**src/rtl/nvpot_pkg.sv**
```systemverilog
package nvpot_pkg;
    // 7-bit bus address; 50h on the wire for writes, 51h for reads
    localparam logic [6:0] DEV_ADDR = 7'h28;
    localparam logic [7:0] WIPER_LOC = 8'h00;
    localparam int CTRL_WIPER_ONLY_BIT = 7;
    localparam logic [7:0] ADDR_CNT_RESET = 8'h00;
    localparam logic [7:0] BYTE_RESET = 8'h00;
    localparam logic [3:0] BIT_CNT_RESET = 4'h0;
    localparam logic [3:0] BITS_PER_BYTE = 4'h8;
    localparam int FIFO_WIDTH = 16;
    localparam int FIFO_DEPTH = 16;
    localparam int CLK_FREQ_HZ = 20000000;
    // nonvolatile write time in microseconds; plain default, adjust per process
    localparam int NV_WRITE_TIME_US = 10000;
    localparam int NV_WRITE_CYCLES_DEF = (NV_WRITE_TIME_US * (CLK_FREQ_HZ / 1000000));
    localparam int NV_CNT_W = 24;
    localparam logic [NV_CNT_W-1:0] NV_CNT_RESET = 24'h000000;

    typedef enum logic [5:0] {
        ST_IDLE = 6'b000001,
        ST_RX = 6'b000010,
        ST_ACK = 6'b000100,
        ST_TX = 6'b001000,
        ST_MACK = 6'b010000,
        ST_IGNORE = 6'b100000
    } port_state_t;

    typedef enum logic [2:0] {
        PH_DEVADDR = 3'b001,
        PH_MEMLOC = 3'b010,
        PH_DATA = 3'b100
    } phase_t;
endpackage : nvpot_pkg

```
**src/rtl/stream_if.sv**
```systemverilog
`timescale 1ns/10ps
interface stream_if #(
    parameter int WIDTH = 16
);
    logic valid;
    logic ready;
    logic [WIDTH-1:0] data;
    modport src (output valid, output data, input ready);
    modport snk (input valid, input data, output ready);
endinterface : stream_if

```
**src/rtl/sync2.sv**
```systemverilog
`timescale 1ns/10ps
module sync2 (
    input wire logic clk,
    input wire logic rst,
    input wire logic d,
    output logic q
);
    logic meta_q;

    // pins idle high, so reset to the released level
    always_ff @(posedge clk or posedge rst) begin
        if (rst) begin
            meta_q <= 1'b1;
            q <= 1'b1;
        end else begin
            meta_q <= d;
            q <= meta_q;
        end
    end
endmodule : sync2

```
**src/rtl/byte_fifo.sv**
```systemverilog
`timescale 1ns/10ps
module byte_fifo #(
    parameter int WIDTH = 16,
    parameter int DEPTH = 16
) (
    input wire logic clk,
    input wire logic rst,
    stream_if.snk in_s,
    stream_if.src out_s
);
    localparam int AW = $clog2(DEPTH);

    logic [WIDTH-1:0] mem [DEPTH];
    logic [AW-1:0] wr_ptr_q;
    logic [AW-1:0] rd_ptr_q;
    logic [AW:0] count_q;
    logic push;
    logic pop;

    assign in_s.ready = (count_q != (AW+1)'(DEPTH));
    assign out_s.valid = (count_q != '0);
    assign out_s.data = mem[rd_ptr_q];
    assign push = in_s.valid & in_s.ready;
    assign pop = out_s.valid & out_s.ready;

    always_ff @(posedge clk) begin
        if (push) begin
            mem[wr_ptr_q] <= in_s.data;
        end
    end

    always_ff @(posedge clk or posedge rst) begin
        if (rst) begin
            wr_ptr_q <= '0;
            rd_ptr_q <= '0;
            count_q <= '0;
        end else begin
            if (push) begin
                wr_ptr_q <= wr_ptr_q + 1'b1;
            end
            if (pop) begin
                rd_ptr_q <= rd_ptr_q + 1'b1;
            end
            if (push & ~pop) begin
                count_q <= count_q + 1'b1;
            end else if (pop & ~push) begin
                count_q <= count_q - 1'b1;
            end
        end
    end
endmodule : byte_fifo

```
**src/rtl/i2c_slave_nv_pot_port.sv**
```systemverilog
`timescale 1ns/10ps
module i2c_slave_nv_pot_port #(
    parameter int unsigned NV_WRITE_CYCLES = nvpot_pkg::NV_WRITE_CYCLES_DEF
) (
    input wire logic mclk,
    input wire logic rst,
    input wire logic scl_in,
    input wire logic sda_in,
    output logic sda_out,
    output logic sda_oe,
    input wire logic wiper_only,
    output logic [7:0] rd_addr,
    input wire logic [7:0] rd_data,
    output logic wr_valid,
    input wire logic wr_ready,
    output logic [7:0] wr_addr,
    output logic [7:0] wr_data,
    output logic nv_write_start,
    output logic [7:0] nv_write_addr,
    output logic [7:0] nv_write_data,
    output logic nv_busy
);
    import nvpot_pkg::*;

    logic scl_s;
    logic sda_s;
    logic scl_prev_q;
    logic sda_prev_q;
    logic start_det;
    logic stop_det;
    logic scl_rise;
    logic scl_fall;
    port_state_t state_q;
    phase_t phase_q;
    logic [3:0] bit_cnt_q;
    logic [7:0] rx_sh_q;
    logic [7:0] tx_sh_q;
    logic [7:0] addr_cnt_q;
    logic read_q;
    logic ack_ok_q;
    logic sda_oe_q;
    logic nv_pend_q;
    logic [7:0] nv_addr_q;
    logic [7:0] nv_data_q;
    logic nv_start_q;
    logic nv_busy_q;
    logic [NV_CNT_W-1:0] nv_cnt_q;
    logic addr_match;
    logic byte_done;
    logic push;
    logic nv_commit;

    stream_if #(.WIDTH(FIFO_WIDTH)) push_s ();
    stream_if #(.WIDTH(FIFO_WIDTH)) pop_s ();

    sync2 u_sync_scl (
        .clk(mclk),
        .rst(rst),
        .d(scl_in),
        .q(scl_s)
    );

    sync2 u_sync_sda (
        .clk(mclk),
        .rst(rst),
        .d(sda_in),
        .q(sda_s)
    );

    always_ff @(posedge mclk or posedge rst) begin
        if (rst) begin
            scl_prev_q <= 1'b1;
            sda_prev_q <= 1'b1;
        end else begin
            scl_prev_q <= scl_s;
            sda_prev_q <= sda_s;
        end
    end

    assign start_det = scl_s & scl_prev_q & sda_prev_q & ~sda_s;
    assign stop_det = scl_s & scl_prev_q & ~sda_prev_q & sda_s;
    assign scl_rise = scl_s & ~scl_prev_q;
    assign scl_fall = ~scl_s & scl_prev_q;

    // busy device stays silent on its address so the master can poll
    assign addr_match = (rx_sh_q[7:1] == DEV_ADDR) & ~nv_busy_q;
    assign byte_done = scl_fall & (bit_cnt_q == BITS_PER_BYTE);

    // data byte is pushed as it is acked; a full buffer turns into a nack
    assign push = (state_q == ST_RX) & byte_done & (phase_q == PH_DATA) & push_s.ready;
    assign push_s.valid = push;
    assign push_s.data = {addr_cnt_q, rx_sh_q};

    byte_fifo #(
        .WIDTH(FIFO_WIDTH),
        .DEPTH(FIFO_DEPTH)
    ) u_fifo (
        .clk(mclk),
        .rst(rst),
        .in_s(push_s.snk),
        .out_s(pop_s.src)
    );

    assign wr_valid = pop_s.valid;
    assign pop_s.ready = wr_ready;
    assign wr_addr = pop_s.data[15:8];
    assign wr_data = pop_s.data[7:0];

    assign sda_out = 1'b0;
    assign sda_oe = sda_oe_q;
    assign rd_addr = addr_cnt_q;
    assign nv_write_start = nv_start_q;
    assign nv_write_addr = nv_addr_q;
    assign nv_write_data = nv_data_q;
    assign nv_busy = nv_busy_q;

    // byte level sequencing
    always_ff @(posedge mclk or posedge rst) begin
        if (rst) begin
            state_q <= ST_IDLE;
            phase_q <= PH_DEVADDR;
            bit_cnt_q <= BIT_CNT_RESET;
            tx_sh_q <= BYTE_RESET;
            read_q <= 1'b0;
            ack_ok_q <= 1'b0;
            sda_oe_q <= 1'b0;
        end else if (start_det) begin
            state_q <= ST_RX;
            phase_q <= PH_DEVADDR;
            bit_cnt_q <= BIT_CNT_RESET;
            sda_oe_q <= 1'b0;
        end else if (stop_det) begin
            state_q <= ST_IDLE;
            sda_oe_q <= 1'b0;
        end else begin
            case (state_q)
                ST_RX: begin
                    if (scl_rise) begin
                        bit_cnt_q <= bit_cnt_q + 4'h1;
                    end else if (byte_done) begin
                        bit_cnt_q <= BIT_CNT_RESET;
                        if (phase_q == PH_DEVADDR) begin
                            if (addr_match) begin
                                state_q <= ST_ACK;
                                sda_oe_q <= 1'b1;
                                read_q <= rx_sh_q[0];
                                ack_ok_q <= 1'b1;
                            end else begin
                                state_q <= ST_IGNORE;
                            end
                        end else if (phase_q == PH_MEMLOC || push_s.ready) begin
                            state_q <= ST_ACK;
                            sda_oe_q <= 1'b1;
                            ack_ok_q <= 1'b1;
                            read_q <= 1'b0;
                        end else begin
                            state_q <= ST_ACK;
                            ack_ok_q <= 1'b0;
                            read_q <= 1'b0;
                        end
                    end
                end
                ST_ACK: begin
                    if (scl_fall) begin
                        if (!ack_ok_q) begin
                            sda_oe_q <= 1'b0;
                            state_q <= ST_IGNORE;
                        end else if (read_q) begin
                            tx_sh_q <= {rd_data[6:0], 1'b0};
                            sda_oe_q <= ~rd_data[7];
                            bit_cnt_q <= 4'h1;
                            state_q <= ST_TX;
                        end else begin
                            sda_oe_q <= 1'b0;
                            state_q <= ST_RX;
                            phase_q <= (phase_q == PH_DEVADDR) ? PH_MEMLOC : PH_DATA;
                        end
                    end
                end
                ST_TX: begin
                    if (byte_done) begin
                        sda_oe_q <= 1'b0;
                        bit_cnt_q <= BIT_CNT_RESET;
                        state_q <= ST_MACK;
                    end else if (scl_fall) begin
                        sda_oe_q <= ~tx_sh_q[7];
                        tx_sh_q <= {tx_sh_q[6:0], 1'b0};
                        bit_cnt_q <= bit_cnt_q + 4'h1;
                    end
                end
                ST_MACK: begin
                    if (scl_rise) begin
                        // master nack: release and wait for stop or start
                        ack_ok_q <= ~sda_s;
                    end else if (scl_fall) begin
                        if (ack_ok_q) begin
                            tx_sh_q <= {rd_data[6:0], 1'b0};
                            sda_oe_q <= ~rd_data[7];
                            bit_cnt_q <= 4'h1;
                            state_q <= ST_TX;
                        end else begin
                            state_q <= ST_IGNORE;
                        end
                    end
                end
                ST_IDLE, ST_IGNORE: begin
                    sda_oe_q <= 1'b0;
                end
                default: begin
                    state_q <= ST_IDLE;
                    sda_oe_q <= 1'b0;
                end
            endcase
        end
    end

    // receive shifter; a rise never coincides with a start or stop
    always_ff @(posedge mclk or posedge rst) begin
        if (rst) begin
            rx_sh_q <= BYTE_RESET;
        end else if (state_q == ST_RX && scl_rise) begin
            rx_sh_q <= {rx_sh_q[6:0], sda_s};
        end
    end

    // address counter: loaded by memory location, advanced per acked write byte and per read byte
    always_ff @(posedge mclk or posedge rst) begin
        if (rst) begin
            addr_cnt_q <= ADDR_CNT_RESET;
        end else if (state_q == ST_RX && byte_done && phase_q == PH_MEMLOC) begin
            addr_cnt_q <= rx_sh_q;
        end else if (push) begin
            addr_cnt_q <= addr_cnt_q + 8'h01;
        end else if (state_q == ST_MACK && scl_rise) begin
            addr_cnt_q <= addr_cnt_q + 8'h01;
        end
    end

    // pending nonvolatile write, committed only by a stop
    always_ff @(posedge mclk or posedge rst) begin
        if (rst) begin
            nv_pend_q <= 1'b0;
            nv_addr_q <= BYTE_RESET;
            nv_data_q <= BYTE_RESET;
        end else if (start_det || stop_det) begin
            nv_pend_q <= 1'b0;
        end else if (push) begin
            // wiper-only mode keeps location 00h out of nonvolatile memory
            nv_pend_q <= ~(wiper_only & (addr_cnt_q == WIPER_LOC));
            nv_addr_q <= addr_cnt_q;
            nv_data_q <= rx_sh_q;
        end
    end

    // a stop during a busy cycle must not restart the timer
    assign nv_commit = stop_det & nv_pend_q & ~nv_busy_q;

    always_ff @(posedge mclk or posedge rst) begin
        if (rst) begin
            nv_start_q <= 1'b0;
        end else begin
            nv_start_q <= nv_commit;
        end
    end

    always_ff @(posedge mclk or posedge rst) begin
        if (rst) begin
            nv_busy_q <= 1'b0;
            nv_cnt_q <= NV_CNT_RESET;
        end else if (nv_commit) begin
            nv_busy_q <= 1'b1;
            nv_cnt_q <= NV_CNT_W'(NV_WRITE_CYCLES - 1);
        end else begin
            if (nv_busy_q) begin
                if (nv_cnt_q == NV_CNT_RESET) begin
                    nv_busy_q <= 1'b0;
                end else begin
                    nv_cnt_q <= nv_cnt_q - 1'b1;
                end
            end
        end
    end
endmodule : i2c_slave_nv_pot_port

```
**config.mk**
```make
export PLATFORM = sky130hd
export DESIGN_NAME = i2c_slave_nv_pot_port
export DESIGN_NICKNAME = d
export VERILOG_FILES = /design/src/rtl/nvpot_pkg.sv /design/src/rtl/stream_if.sv /design/src/rtl/sync2.sv /design/src/rtl/byte_fifo.sv /design/src/rtl/i2c_slave_nv_pot_port.sv
export SDC_FILE = /design/constraint.sdc
export NUM_CORES = 1
export LEC_CHECK = 0
export BUFFER_PORTS_ARGS = -buffer_cell sky130_fd_sc_hd__buf_2
export CAP_MARGIN = 20
export CORE_ASPECT_RATIO = 1.5
export CORE_MARGIN = 4
export CORE_UTILIZATION = 40
export CTS_BUF_LIST = sky130_fd_sc_hd__clkbuf_8
export CTS_CLUSTER_DIAMETER = 40
export DETAILED_ROUTE_END_ITERATION = 10
export MAX_ROUTING_LAYER = met4
export PLACE_DENSITY_LB_ADDON = 0.12
export SLEW_MARGIN = 20
export SYNTH_ARGS = -nofsm -noshare
export SYNTH_HDL_FRONTEND = slang
export SYNTH_SLANG_ARGS = --single-unit
```
**constraint.sdc**
```tcl
create_clock -name mclk -period 6 [get_ports mclk]
set_input_delay 1.8 -clock mclk [delete_from_list [all_inputs] [get_ports mclk]]
set_output_delay 1.8 -clock mclk [all_outputs]
set_load 0.05 [all_outputs]
```
After elaboration in Yosys (flattened, before gate mapping)
Memory sizes are Yosys's and may differ from the RTL's.
Cells that the tools add are included.
{"block": "word_totals", "ff_bits": 102, "out_inout_bits": 45, "elab_cells": 223, "ramBits": 256, "mem_count": 1, "inputBits": 14}
{"memory": "u_fifo.mem", "depth": 16, "word_bits": 16, "rd": 1, "rd_ports_with_merged_regs": 0, "write_ports": 1, "line_no": "byte_fifo.sv:13", "rtl": "logic [WIDTH-1:0] mem [DEPTH];"}
{"block": "classes", "n_bitwise": 33, "eq_ne": 47, "muxes": 82, "add_sub_neg": 7, "n_reduce_logical": 29}
{"op": "8-bit two-way mux", "n": 11}
{"op": "24-bit two-way mux", "n": 3}
{"op": "6-bit two-way mux", "n": 12}
{"op": "4-bit two-way mux", "n": 13}
{"op": "4-bit inequality test, second input constant", "n": 9}
{"op": "2-bit inequality test, second input constant", "n": 15}
{"op": "6-bit one-hot mux with 5 select lines", "n": 1}
{"op": "1-bit two-way mux", "n": 29}
{"op": "24-bit zero test", "n": 1}
{"op": "3-bit inequality test, second input constant", "n": 8}
{"op": "8-bit one-hot mux with 3 select lines", "n": 1}
{"op": "24-bit by 1-bit subtractor with 24-bit output, second input constant", "n": 1}
{"op": "3-bit two-way mux", "n": 7}
{"op": "5-bit inequality test, second input constant", "n": 4}
{"op": "1-bit AND", "n": 19}
{"op": "4-bit one-hot mux with 4 select lines", "n": 1}
{"op": "1-bit NOT", "n": 14}
{"op": "7-bit AND reduction", "n": 2}
{"op": "2-bit nonzero test", "n": 7}
{"op": "4-bit by 1-bit adder with 4-bit output, second input constant", "n": 3}
{"op": "11-bit AND reduction", "n": 1}
{"op": "5-bit two-way mux", "n": 2}
{"op": "10-bit AND reduction", "n": 1}
{"op": "5-bit nonzero test", "n": 2}
{"op": "other kinds (25)", "n": 31}

Longest topological paths before layout
Gate-level depths: netlist of the first run.
{"block": "depth", "word_depth": 11, "depth_mapped": 15, "ltp_nobuf": 14}

By module
Synthesis of the first run repeated with hierarchy kept, for this count alone.
{"block": "unflattened", "hier_cells": 985, "hier_area_um2": 15284.7}
{"module": "byte_fifo", "instances": 1, "area_each_um2": 10869.2, "cells_each": 549, "seq_area_each_um2": 8012.7}
{"module": "i2c_slave_nv_pot_port", "instances": 1, "area_each_um2": 4302.9, "cells_each": 430, "seq_area_each_um2": 2107.0}
{"module": "sync2", "instances": 2, "area_each_um2": 56.3, "cells_each": 3, "seq_area_each_um2": 52.6}

Worst setup path after synthesis of the first run
OpenSTA, ideal clock, no wires.
{"block": "synth_timing", "kind": "register to output", "from": "register u_fifo.rd_ptr_q[0]", "to": "output port wr_addr[7]", "required_ps": 4200, "slack_ps": 1848, "arrival_ps": 2352, "n_path_buf": 2, "path_stages_with_launch": 5, "cell_sequence": "dfrtp_1 -> buf_2 -> buf_1 -> mux4_2 -> mux4_2"}
{"block": "synth_between", "elab_chain_len": 1}
{"item": "start, declared", "line_no": "byte_fifo.sv:15", "rtl": "logic [AW-1:0] rd_ptr_q;"}
{"item": "start signal, assigned", "line_no": "byte_fifo.sv:42", "rtl": "rd_ptr_q <= rd_ptr_q + 1'b1;"}
{"item": "memory 16 x 16 bit"}
{"item": "end, declared", "line_no": "i2c_slave_nv_pot_port.sv:16", "rtl": "output logic [7:0] wr_addr,"}
Every way passes these cells.

Worst setup path after layout of the first run
{"block": "layout_timing", "from": "register u_fifo.rd_ptr_q[0]", "to": "output port wr_addr[3]"}
Same word-level chain as after synthesis.

==> out/qor.yml, run 1 <==
seq_area_frac_synth_pct: 68.9
fmax_mhz: 203
synthCells: 909
worst_pin_slew_ps: 890
post_drt_via_cell_ratio: 5.30
clk_root_buffer_cell: "clkbuf_8"
synthArstFlopShare_pct: 28.3
cp.required_ps: 4200
rows: 86
cts_max_path_buffers: 3
hold_violations: 0
path_clk_slew_ps: 60
coreArea_um2: 36700
start_util_pct: 40.4
grt_use_total_pct: 18.3
drc: 0
maxCapViolations: 0
yosysWarnings: 0
seq_power_share_pct: 51.3
worstHoldStart: "u_sync_sda.meta_q$_DFF_PP1_"
synth_edf_count: 256
cp_max_fo: 35
power_density_nw_per_um2: 345
rsz0062_at_grt: "false"
worst_skew_pair.late_latency_ps: 590
tritoncts: "yes"
cts_sinks: 357
worst-path-buf-inv: 2
fin_worst_skew_ps: 13.3
fin_ws_ps: 1060
ys_types: 71
vdd_ir_drop_max_uv: 165
pwr-share-clk_pct: 32.5
ioPinCount: 59
vias: 8162
crit_type: "reg -> out"
critPathTopFamily: "multiplexers"
hpwlAfterDp_um: 21000
antenna_found_initial: 2
die-area_um2: 40300
area_delta_synth_final_pct: 13.7
drt_pass1_iterations: 5
cts.htree.levels: 2
crit_start: "u_fifo.rd_ptr_q[0]$_DFFE_PP0P_"
grt.overflow.total: 0
p_leak_nw: 5.86
detailedPlace.worstSlack_ps: 1610
outcome: "completed"
start_kind: "register"
period_minus_slack_ps: 4940
syn_avg_cell_area_um2: 16.3
synth_seq_cells: 357
setup_violations: 0
hp-class: "reg -> reg"
netSwitchingPower_w: 0.00165
cts_resized: 0
reg2reg_setup_slack_ps: 2570
crit_chain: "buf_4, mux4_2, mux4_2, buf_2"
hold_depth: 0
grt_pass1_vias: 8750
cts_buffers: 52
layout-drive-gt1-share_pct: 25.5
slew_viol_final: 0
cp_slowest_cell: "dfrtp_4"
syn_area_um2: 14800
grt_first_pass_wirelength_um: 53700
avgRoutedWirePerCell_um: 22.5
final.period_utilization_pct: 82.3
critPathMaxStageDelay_ps: 910
p_int_w: 0.00416
synth_fp_nets: 939
routabilityCongestion: 0.825
fin_nets: 1042
pwr-share-comb_pct: 16.2
die_x_um: 165
tns_ps: 0
portBuffers: 57
drt-initial-drc-count: 557
postCtsSetupRepairBufs: 0
reg2reg_depth: 12
swShare_pct: 28.4
cp_num_cells: 4
die_h_um: 244
crit_path_end_kind: "output pin"
path_common_cell: "mux4_2"
worstReg2RegStart: "scl_prev_q$_DFF_PP1_"
holdPathEnd: "u_sync_sda.q$_DFF_PP1_"
finalWirelength_um: 34600
cts_hold_buf: 0
grt_start_max_net_pins: 62
r2r-end: "u_fifo.count_q[4]$_DFFE_PP0P_"
synth_ff_type: "edfxtp_1"
max_slew_margin_pct: 40.6
cp_data_arrival_time_ps: 3140
final_antenna_net_count: 0
[cells in the mapped netlist, drive strengths merged (2+ instances only)]
| master | number | area share (%) |
|---|---|---|
| a211oi | 2 | 0.10 |
| a21o | 3 | 0.15 |
| a21oi | 18 | 0.61 |
| a22o | 3 | 0.18 |
| a311oi | 2 | 0.24 |
| a31oi | 11 | 0.46 |
| and2 | 12 | 0.51 |
| and3 | 10 | 0.42 |
| buf | 15 | 0.43 |
| clkbuf | 25 | 0.63 |
| dfrtp | 93 | 16 |
| dfstp | 8 | 1.4 |
| edfxtp | 256 | 52 |
| ha | 15 | 1.3 |
| inv | 19 | 0.48 |
| mux2 | 11 | 0.83 |
| mux2i | 5 | 0.34 |
| mux4 | 80 | 12 |
| nand2 | 100 | 2.5 |
| nand2b | 8 | 0.34 |
| nand3 | 17 | 0.57 |
| nand3b | 2 | 0.10 |
| nand4 | 6 | 0.25 |
| nor2 | 40 | 1.0 |
| nor2b | 4 | 0.17 |
| nor3 | 16 | 0.57 |
| nor3b | 7 | 0.35 |
| nor4 | 8 | 0.38 |
| nor4b | 4 | 0.28 |
| o2111ai | 4 | 0.24 |
| o211ai | 4 | 0.20 |
| o21ai | 24 | 0.81 |
| o31ai | 2 | 0.10 |
| o41ai | 2 | 0.12 |
| or3 | 7 | 0.30 |
| or4 | 6 | 0.33 |
| xnor2 | 22 | 1.3 |
| xor2 | 15 | 0.89 |
[how the worst max path moves through the flow]
stage                           endpoint  slack, ps
global placement              wr_addr[4]       1620
global route                  wr_addr[3]        820
detailed placement            wr_addr[6]       1610
floorplan           ack_ok_q$_DFFE_PP0P_       1570
CTS                           wr_addr[6]        950
finish                        wr_addr[3]       1060
[layout by cell type (no fill, tap or decap), types with 3 or more instances in the layout]
cell type / synthesis / layout
a21o_1: 3 / 3
a21oi_1: 18 / 18
a22o_1: 3 / 3
a31oi_1: 11 / 11
and2_1: 12 / 12
and3_1: 10 / 10
buf_2: 3 / 57
buf_4: 1 / 30
clkbuf_8: 0 / 58
clkinv_1: 0 / 3
clkinv_2: 0 / 6
clkinvlp_4: 0 / 3
dfrtp_1: 93 / 91
dfstp_2: 8 / 8
edfxtp_1: 256 / 256
ha_1: 15 / 15
inv_1: 18 / 41
mux2_2: 11 / 11
mux2i_1: 5 / 5
mux4_2: 80 / 80
nand2_1: 100 / 100
nand2b_1: 8 / 8
nand3_1: 17 / 17
nand4_1: 6 / 6
nor2_1: 39 / 39
nor2b_1: 4 / 4
nor3_1: 15 / 15
nor3b_1: 7 / 7
nor4_1: 7 / 7
o2111ai_1: 4 / 4
o211ai_1: 4 / 4
o21ai_0: 11 / 11
o21ai_1: 13 / 13
or3_1: 7 / 7
or4_1: 5 / 5
xnor2_1: 22 / 22
xor2_1: 15 / 15
[power groups by stage]
stage	combinational, W	clock, W	sequential, W
after floorplan	0.000848	0	0.00287
after global placement	0.000951	0	0.00304
after detailed placement	0.000962	0	0.00304
after CTS	0.000969	0.00196	0.00299
after global routing	0.00104	0.00208	0.00302
final	0.000943	0.00189	0.00299
[worst reg2reg max path: stages (launching register included)]
cell and delay [ps]:
dfstp_2 620, nand2b_1 170, nor2_2 380, nand4_1 200, inv_2 450, ha_1 350
inv_1 130, ha_1 330, a21o_1 180, a21oi_1 170, xnor2_1 130, nor2_1 70
xor2_1 140
[flip-flops by register name (all words and copies together), names as in the netlist, 3 cells and up]
signal and cells:
state_q 6, u_fifo.rd_ptr_q 4, bit_cnt_q 4, u_fifo.count_q 5, nv_write_addr 8, tx_sh_q 7, nv_cnt_q 24, rd_addr 8
rx_sh_q 8, u_fifo.mem 256, nv_write_data 8, u_fifo.wr_ptr_q 4, phase_q 3
[logic make-up (layout without fill, tap and decap cells)]
group,count (synthesis),count (layout),share of synthesized area (%)
other,1,3,0.0253
AOI/OAI and AO/OA,90,90,4.12
DFF,357,357,68.9
adders and majority gates,16,16,1.40
xor gates and xnor gates,37,37,2.18
muxes,96,96,13.3
buffers and inverters,59,204,1.54
and+or+nand+nor,253,253,8.50
[area by class of cell]
cell class                      count  area (um^2)
Fill cell                        3272        19800
Multi-Input combinational cell    493         4390
Timing Repair Buffer               89          551
Clock buffer                       58          798
Inverter                           19         73.8
Clock inverter                     38          214
Antenna cell                        2         5.00
Sequential cell                   357        10200
Tap cell                          484          606
[per-layer routing]
layer | vias to the layer above | GRT usage [%] | routed length (um)
li1 | 3734 | - | -
met1 | 4191 | 21.9 | 13800
met2 | 186 | 32.1 | 18800
met3 | 51 | 3.00 | 1420
met4 | 0 | 4.60 | 612
met5 | - | - | 0
[per-stage QoR]
| step | cells | cell area [um^2] | utilization [%] | hold WS [ps] | total power [W] |
|---|---|---|---|---|---|
| 2_1_floorplan | 909 | 14800 | - | 345 | 0.00372 |
| 4_1_cts | 1538 | 16900 | 46.0 | 358 | 0.00592 |
| 3_3_place_gp | 1442 | 15800 | 43.2 | 348 | 0.00399 |
| 3_5_place_dp | 1442 | 15800 | 43.2 | 349 | 0.00401 |
| 5_1_grt | 1540 | 16900 | 46.0 | 360 | 0.00613 |
| 6_report | 1540 | 16900 | 46.0 | 356 | 0.00582 |
Power figures use the tool's default switching activity.
==> run 2: changes to the inputs <==
==> constraint.sdc (replaced) <==
create_clock -name mclk -period 4.2 [get_ports mclk]
set_input_delay 1.26 -clock mclk [delete_from_list [all_inputs] [get_ports mclk]]
set_output_delay 1.26 -clock mclk [all_outputs]
set_load 0.05 [all_outputs]
==> out/qor.yml, run 2 (synthesis gave the netlist of run 1 again) <==
cts_buffers: 55  # was 52
fillers: 3218  # was 3272
layout-drive-gt1-share_pct: 26.8  # was 25.5%
cts_resized: 0  # unchanged
max_slew_margin_pct: 41.4  # was 40.6%
die_h_um: 244  # unchanged
cp_slowest_cell: "mux4_2"  # was dfrtp_4
final.period_utilization_pct: 93.9
clk_root_buffer_cell: "clkbuf_8"  # unchanged
rows: 86  # unchanged
reg2reg_depth: 12  # unchanged
path_clk_slew_ps: 70  # was 60 ps
critPathMaxStageDelay_ps: 540  # was 910 ps
finalNonFillerCells: 1554  # was 1540
grt_first_pass_wirelength_um: 53400  # was 53700 um
cp_num_cells: 5  # was 4
drt_pass1_iterations: 4  # was 5
path_common_cell: "mux4_2"  # unchanged
final_common_cell: "edfxtp_1"  # unchanged
tritoncts: "yes"  # unchanged
die-area_um2: 40300  # unchanged
crit_path_end_kind: "output pin"  # unchanged
grt.busiest_layer: "met2"  # unchanged
avgRoutedWirePerCell_um: 22.5  # about the same
final_core_util_pct: 46.4  # was 46.0%
vdd_ir_drop_max_uv: 271  # was 165 uV
hold_violations: 0  # unchanged
finalWirelength_um: 34900  # was 34600 um
final_antenna_net_count: 0  # unchanged
area_delta_synth_final_pct: 14.7  # was 13.7%
period_minus_slack_ps: 3940
routabilityCongestion: 0.833  # was 0.825
rsz0062_at_grt: "false"  # unchanged
post_drt_via_cell_ratio: 5.31  # was 5.30
worst_pin_slew_ps: 878  # was 890 ps
vias: 8256  # was 8162
cp.required_ps: 2940  # was 4200 ps
hpwlAfterDp_um: 21600  # was 21000 um
top_register: "u_fifo.mem"  # unchanged
slew_viol_final: 0  # unchanged
maxCapViolations: 0  # unchanged
start_kind: "register"  # unchanged
grt_use_total_pct: 18.3  # about the same
cts.htree.levels: 2  # unchanged
met1_usage_pct: 21.6  # was 21.9%
setup_violations: 0  # unchanged
place_area_um2: 15900  # was 15800 um^2
coreArea_um2: 36700  # unchanged
worst-path-buf-inv: 3  # was 2
drc: 0  # unchanged
crit_chain: "buf_12, buf_4, mux4_2, mux4_2, buf_2"  # was buf_4, mux4_2, mux4_2, buf_2
largest_register_ffs: 256  # unchanged
largestRegisters: "u_fifo.mem: 256 flops, nv_cnt_q: 24 flops"  # unchanged
antenna_found_initial: 2  # unchanged
ioPinCount: 59  # unchanged
critPathTopFamily: "multiplexers"  # unchanged
cts_sinks: 357  # unchanged
crit_type: "reg -> out"  # unchanged
drt-initial-drc-count: 486  # was 557
grt.overflow.total: 0  # unchanged
fin_worst_skew_ps: 31.7  # was 13.3 ps
start_util_pct: 40.4  # unchanged
grt_start_max_net_pins: 55  # was 62
grt_use_met3_pct: 3.00  # unchanged
global_route.usage.met2_pct: 32.2  # was 32.1%
fin_nets: 1055  # was 1042
tns_ps: 0  # unchanged
cp_data_arrival_time_ps: 2680  # was 3140 ps
p_leak_nw: 5.92  # was 5.86 nW
portBuffers: 57  # unchanged
fin_area_um2: 17000  # was 16900 um^2
grt_pass1_vias: 8744  # was 8750
worst_skew_pair.late_latency_ps: 620  # was 590 ps
final_cell_mix: "256 x edfxtp_1, 100 x nand2_1, 91 x dfrtp_1, 80 x mux4_2, 57 x buf_2"  # was 256 x edfxtp_1, 100 x nand2_1, 91 x dfrtp_1, 80 x mux4_2, 58 x clkbuf_8
fmax_mhz: 254
hp-class: "reg -> reg"  # unchanged
outcome: "completed"  # unchanged
placedCellCount: 1444  # was 1442
power_density_nw_per_um2: 497  # was 345 nW/um^2
cts_max_path_buffers: 3  # unchanged
hold_depth: 0  # unchanged
die_x_um: 165  # unchanged
cp_max_fo: 9  # was 35
-- run 2: cell count changes in the layout (fill, tap and decap cells not counted), sizes merged --
| cell | change |
|---|---|
| clkbuf | -2 |
| clkinvlp | -2 |
| buf | +10 |
| clkinv | +14 |
| inv | -6 |
-- run 2: where the power goes --
group	internal (W)	switching [W]
registers	0.00391	0.000255
logic	0.000740	0.000814
clock network	0.00138	0.00136
-- run 2: metrics by stage --
step	hold WS [ps]	total power [W]	setup slack (ps)
6_report	361	0.00846	258
4_1_cts	358	0.00854	39.6
5_1_grt	363	0.00891	141
3_5_place_dp	347	0.00574	520
3_3_place_gp	346	0.00571	517
2_1_floorplan	345	0.00532	306
-- run 2: metal layers --
metal | vias up | part of all wire (%)
li1 | 3760 | -
met1 | 4267 | 39
met2 | 174 | 55
met3 | 55 | 4.0
met4 | 0 | 2.1
met5 | - | 0
-- run 2: final cells by class --
cell class | count | area, um^2 | share of cell area, %
flip-flops and latches | 357 | 10200 | 60.1
clock buffers | 56 | 771 | 4.53
diodes | 2 | 5.00 | 0.0294
multi-input cells | 493 | 4400 | 25.8
clock inverters | 44 | 264 | 1.55
inverters | 19 | 73.8 | 0.434
well taps | 484 | 606 | 3.56
repair buffers | 99 | 671 | 3.94
-- run 2: final timing paths --
| kind | from | end | slack [ps] |
|---|---|---|---|
| max | u_fifo.rd_ptr_q[0]$_DFFE_PP0P_ | wr_data[6] | 260 |
| min | u_sync_scl.meta_q$_DFF_PP1_ | u_sync_scl.q$_DFF_PP1_ | 360 |
| max reg2reg | state_q[4]$_DFFE_PP0P_ | u_fifo.count_q[4]$_DFFE_PP0P_ | 980 |
| min reg2reg | u_sync_scl.meta_q$_DFF_PP1_ | u_sync_scl.q$_DFF_PP1_ | 360 |
| max in group asynchronous | rst | u_sync_sda.q$_DFF_PP1_ | 2640 |
| min in group asynchronous | rst | u_fifo.count_q[3]$_DFFE_PP0P_ | 770 |
-- run 2: worst reg2reg max path, stage by stage, from the launching register on --
cell,delay (ps)
dfrtp_1,540
nor2_1,400
and3_1,360
nand4_1,180
inv_2,170
ha_1,270
inv_1,130
ha_1,330
a21o_1,180
a21oi_1,180
xnor2_1,140
nor2_1,60
xor2_1,150
-- run 2: repair_timing --
item,CTS,global route
endpoints found under the setup margin,11,2
hold buffers,0,0
setup buffers,1,7
==> run 3: changes to the inputs <==
--- a/config.mk
+++ b/config.mk
@@ -9,7 +9,7 @@
 export CAP_MARGIN = 20
 export CORE_ASPECT_RATIO = 1.5
 export CORE_MARGIN = 4
-export CORE_UTILIZATION = 40
+export CORE_UTILIZATION = 55
 export CTS_BUF_LIST = sky130_fd_sc_hd__clkbuf_8
 export CTS_CLUSTER_DIAMETER = 40
 export DETAILED_ROUTE_END_ITERATION = 10
==> out/qor.yml, run 3 (synthesis gave the netlist of run 1 again) <==
fin_area_um2: 16700  # was 17000 um^2
rows: 73  # was 86
reg2reg_depth: 12  # unchanged
vias: 8172  # was 8256
grt_use_total_pct: 22.8  # was 18.3%
fin_worst_skew_ps: 25.1  # was 31.7 ps
place_area_um2: 15700  # was 15900 um^2
hold_violations: 0  # unchanged
setup_violations: 0  # unchanged
drt-initial-drc-count: 549  # was 486
fin_nets: 1049  # was 1055
reg2reg_setup_slack_ps: 790  # was 980 ps
area_delta_synth_final_pct: 12.7  # was 14.7%
avgRoutedWirePerCell_um: 22.7  # was 22.5 um
post_drt_via_cell_ratio: 5.85  # was 5.31
cp.required_ps: 2940  # about the same
diodes: 0  # was 2
rsz0062_at_grt: "false"  # unchanged
drt_pass1_iterations: 5  # was 4
die_h_um: 209  # was 244 um
cts_buffers: 52  # was 55
fmax_mhz: 245  # was 254 MHz
vdd_ir_drop_max_uv: 326  # was 271 uV
start_util_pct: 55.8  # was 40.4%
grt_pass1_vias: 8632  # was 8744
power_density_nw_per_um2: 492  # was 497 nW/um^2
cts.htree.levels: 2  # unchanged
grt.overflow.total: 0  # unchanged
slew_viol_final: 0  # unchanged
tritoncts: "yes"  # unchanged
largestRegisters: "u_fifo.mem: 256 flops, nv_cnt_q: 24 flops"  # unchanged
crit_path_end_kind: "output pin"  # unchanged
cp_max_fo: 31  # was 9
coreArea_um2: 26600  # was 36700 um^2
finalWirelength_um: 31700  # was 34900 um
top_register: "u_fifo.mem"  # unchanged
final_antenna_net_count: 0  # unchanged
ioPinCount: 59  # unchanged
final.period_utilization_pct: 97.1  # was 93.9%
crit_type: "reg -> out"  # unchanged
cts_max_path_buffers: 3  # unchanged
start_kind: "register"  # unchanged
largest_register_ffs: 256  # unchanged
antenna_found_initial: 0  # was 2
p_leak_nw: 5.85  # was 5.92 nW
maxCapViolations: 0  # unchanged
crit_start: "u_fifo.rd_ptr_q[1]$_DFFE_PP0P_"  # was u_fifo.rd_ptr_q[0]$_DFFE_PP0P_
outcome: "completed"  # unchanged
tns_ps: 0  # unchanged
max_slew_margin_pct: 50.0  # was 41.4%
crit_path_end: "wr_addr[5]"  # was wr_data[6]
die_x_um: 142  # was 165 um
grt_start_max_net_pins: 55  # unchanged
cts_hold_buf: 0  # unchanged
worstReg2RegStart: "state_q[4]$_DFFE_PP0P_"  # unchanged
hpwlAfterDp_um: 20200  # was 21600 um
portBuffers: 57  # unchanged
cp_data_arrival_time_ps: 2820  # was 2680 ps
hp-class: "reg -> reg"  # unchanged
cts_sinks: 357  # unchanged
worst_skew_pair.late_latency_ps: 580  # was 620 ps
routabilityCongestion: 0.879  # was 0.833
clk_root_buffer_cell: "clkbuf_8"  # unchanged
final_common_cell: "edfxtp_1"  # unchanged
drc: 0  # unchanged
grt_first_pass_wirelength_um: 49800  # was 53400 um
r2r-end: "u_fifo.count_q[4]$_DFFE_PP0P_"  # unchanged
die-area_um2: 29700  # was 40300 um^2
period_minus_slack_ps: 4080  # was 3940 ps
path_clk_slew_ps: 60  # was 70 ps
final_cell_mix: "256 x edfxtp_1, 100 x nand2_1, 91 x dfrtp_1, 80 x mux4_2, 57 x buf_2"  # unchanged
worst_pin_slew_ps: 750  # was 878 ps
fillers: 1962  # was 3218
layout-drive-gt1-share_pct: 26.0  # was 26.8%
run 3: cell count changes in the layout (fill, tap and decap cells not counted), sizes merged:
cell / change
buf: -3
bufinv: -1
clkbuf: -1
clkinv: +1
clkinvlp: +1
diode: -2
inv: -4
run 3: where the power goes:
group / internal [W] / switching (W) / total (W) / leakage (nW)
clock network: 0.00128 / 0.00127 / 0.00256 / 0.542
registers: 0.00391 / 0.000306 / 0.00421 / 3.33
logic: 0.000711 / 0.000738 / 0.00145 / 1.97
total: 0.00590 / 0.00232 / 0.00822 / 5.85
run 3: repair_timing:
item,CTS,global route
resized for setup,0,0
setup endpoints to repair,0,6
buffers inserted,0,1
run 3: worst min-delay path by stage:
stage / slack [ps] / endpoint / depth (start not counted) / from
final: 350 / u_sync_sda.q$_DFF_PP1_ / 0 / u_sync_sda.meta_q$_DFF_PP1_
after global routing: 360 / u_sync_sda.q$_DFF_PP1_ / 0 / u_sync_sda.meta_q$_DFF_PP1_
after CTS: 360 / u_sync_sda.q$_DFF_PP1_ / 0 / u_sync_sda.meta_q$_DFF_PP1_
after detailed placement: 350 / u_sync_sda.q$_DFF_PP1_ / 0 / u_sync_sda.meta_q$_DFF_PP1_
after global placement: 350 / u_sync_sda.q$_DFF_PP1_ / 0 / u_sync_sda.meta_q$_DFF_PP1_
after floorplan: 350 / u_sync_scl.q$_DFF_PP1_ / 0 / u_sync_scl.meta_q$_DFF_PP1_
run 3: area by class of cell:
class,instances,area (um^2),share of cell area [%]
clock inverter,41,209,1.25
timing repair buffer,96,636,3.80
inverter,19,73.8,0.441
tap,337,422,2.52
sequential,357,10200,61.2
clock buffer,55,757,4.53
multi-input combinational,493,4400,26.3
run 3: worst max-delay path, stage by stage, from the launching register on:
cell     delay (ps)
dfrtp_2         850
buf_12          290
mux4_2          320
mux4_2          510
buf_2           230
run 3: layer usage:
| metal | share of wire (%) | routed length, um | track usage (%) | vias to the layer above |
|---|---|---|---|---|
| met5 | 0 | 0 | - | - |
| met4 | 2.6 | 837 | 6.72 | 0 |
| met3 | 4.7 | 1500 | 3.94 | 56 |
| met2 | 54 | 17000 | 38.8 | 211 |
| met1 | 39 | 12300 | 28.2 | 4160 |
| li1 | - | - | - | 3745 |
run 3: through the flow:
step / setup slack [ps] / cells / hold slack, ps / total power, W / util, %
6_report: 123 / 1398 / 354 / 0.00822 / 62.9
5_1_grt: 10.0 / 1398 / 359 / 0.00865 / 62.9
4_1_cts: 53.6 / 1397 / 356 / 0.00830 / 62.8
3_5_place_dp: 689 / 1301 / 348 / 0.00574 / 59.2
3_3_place_gp: 690 / 1301 / 346 / 0.00572 / 59.2
2_1_floorplan: 306 / 909 / 345 / 0.00532 / -
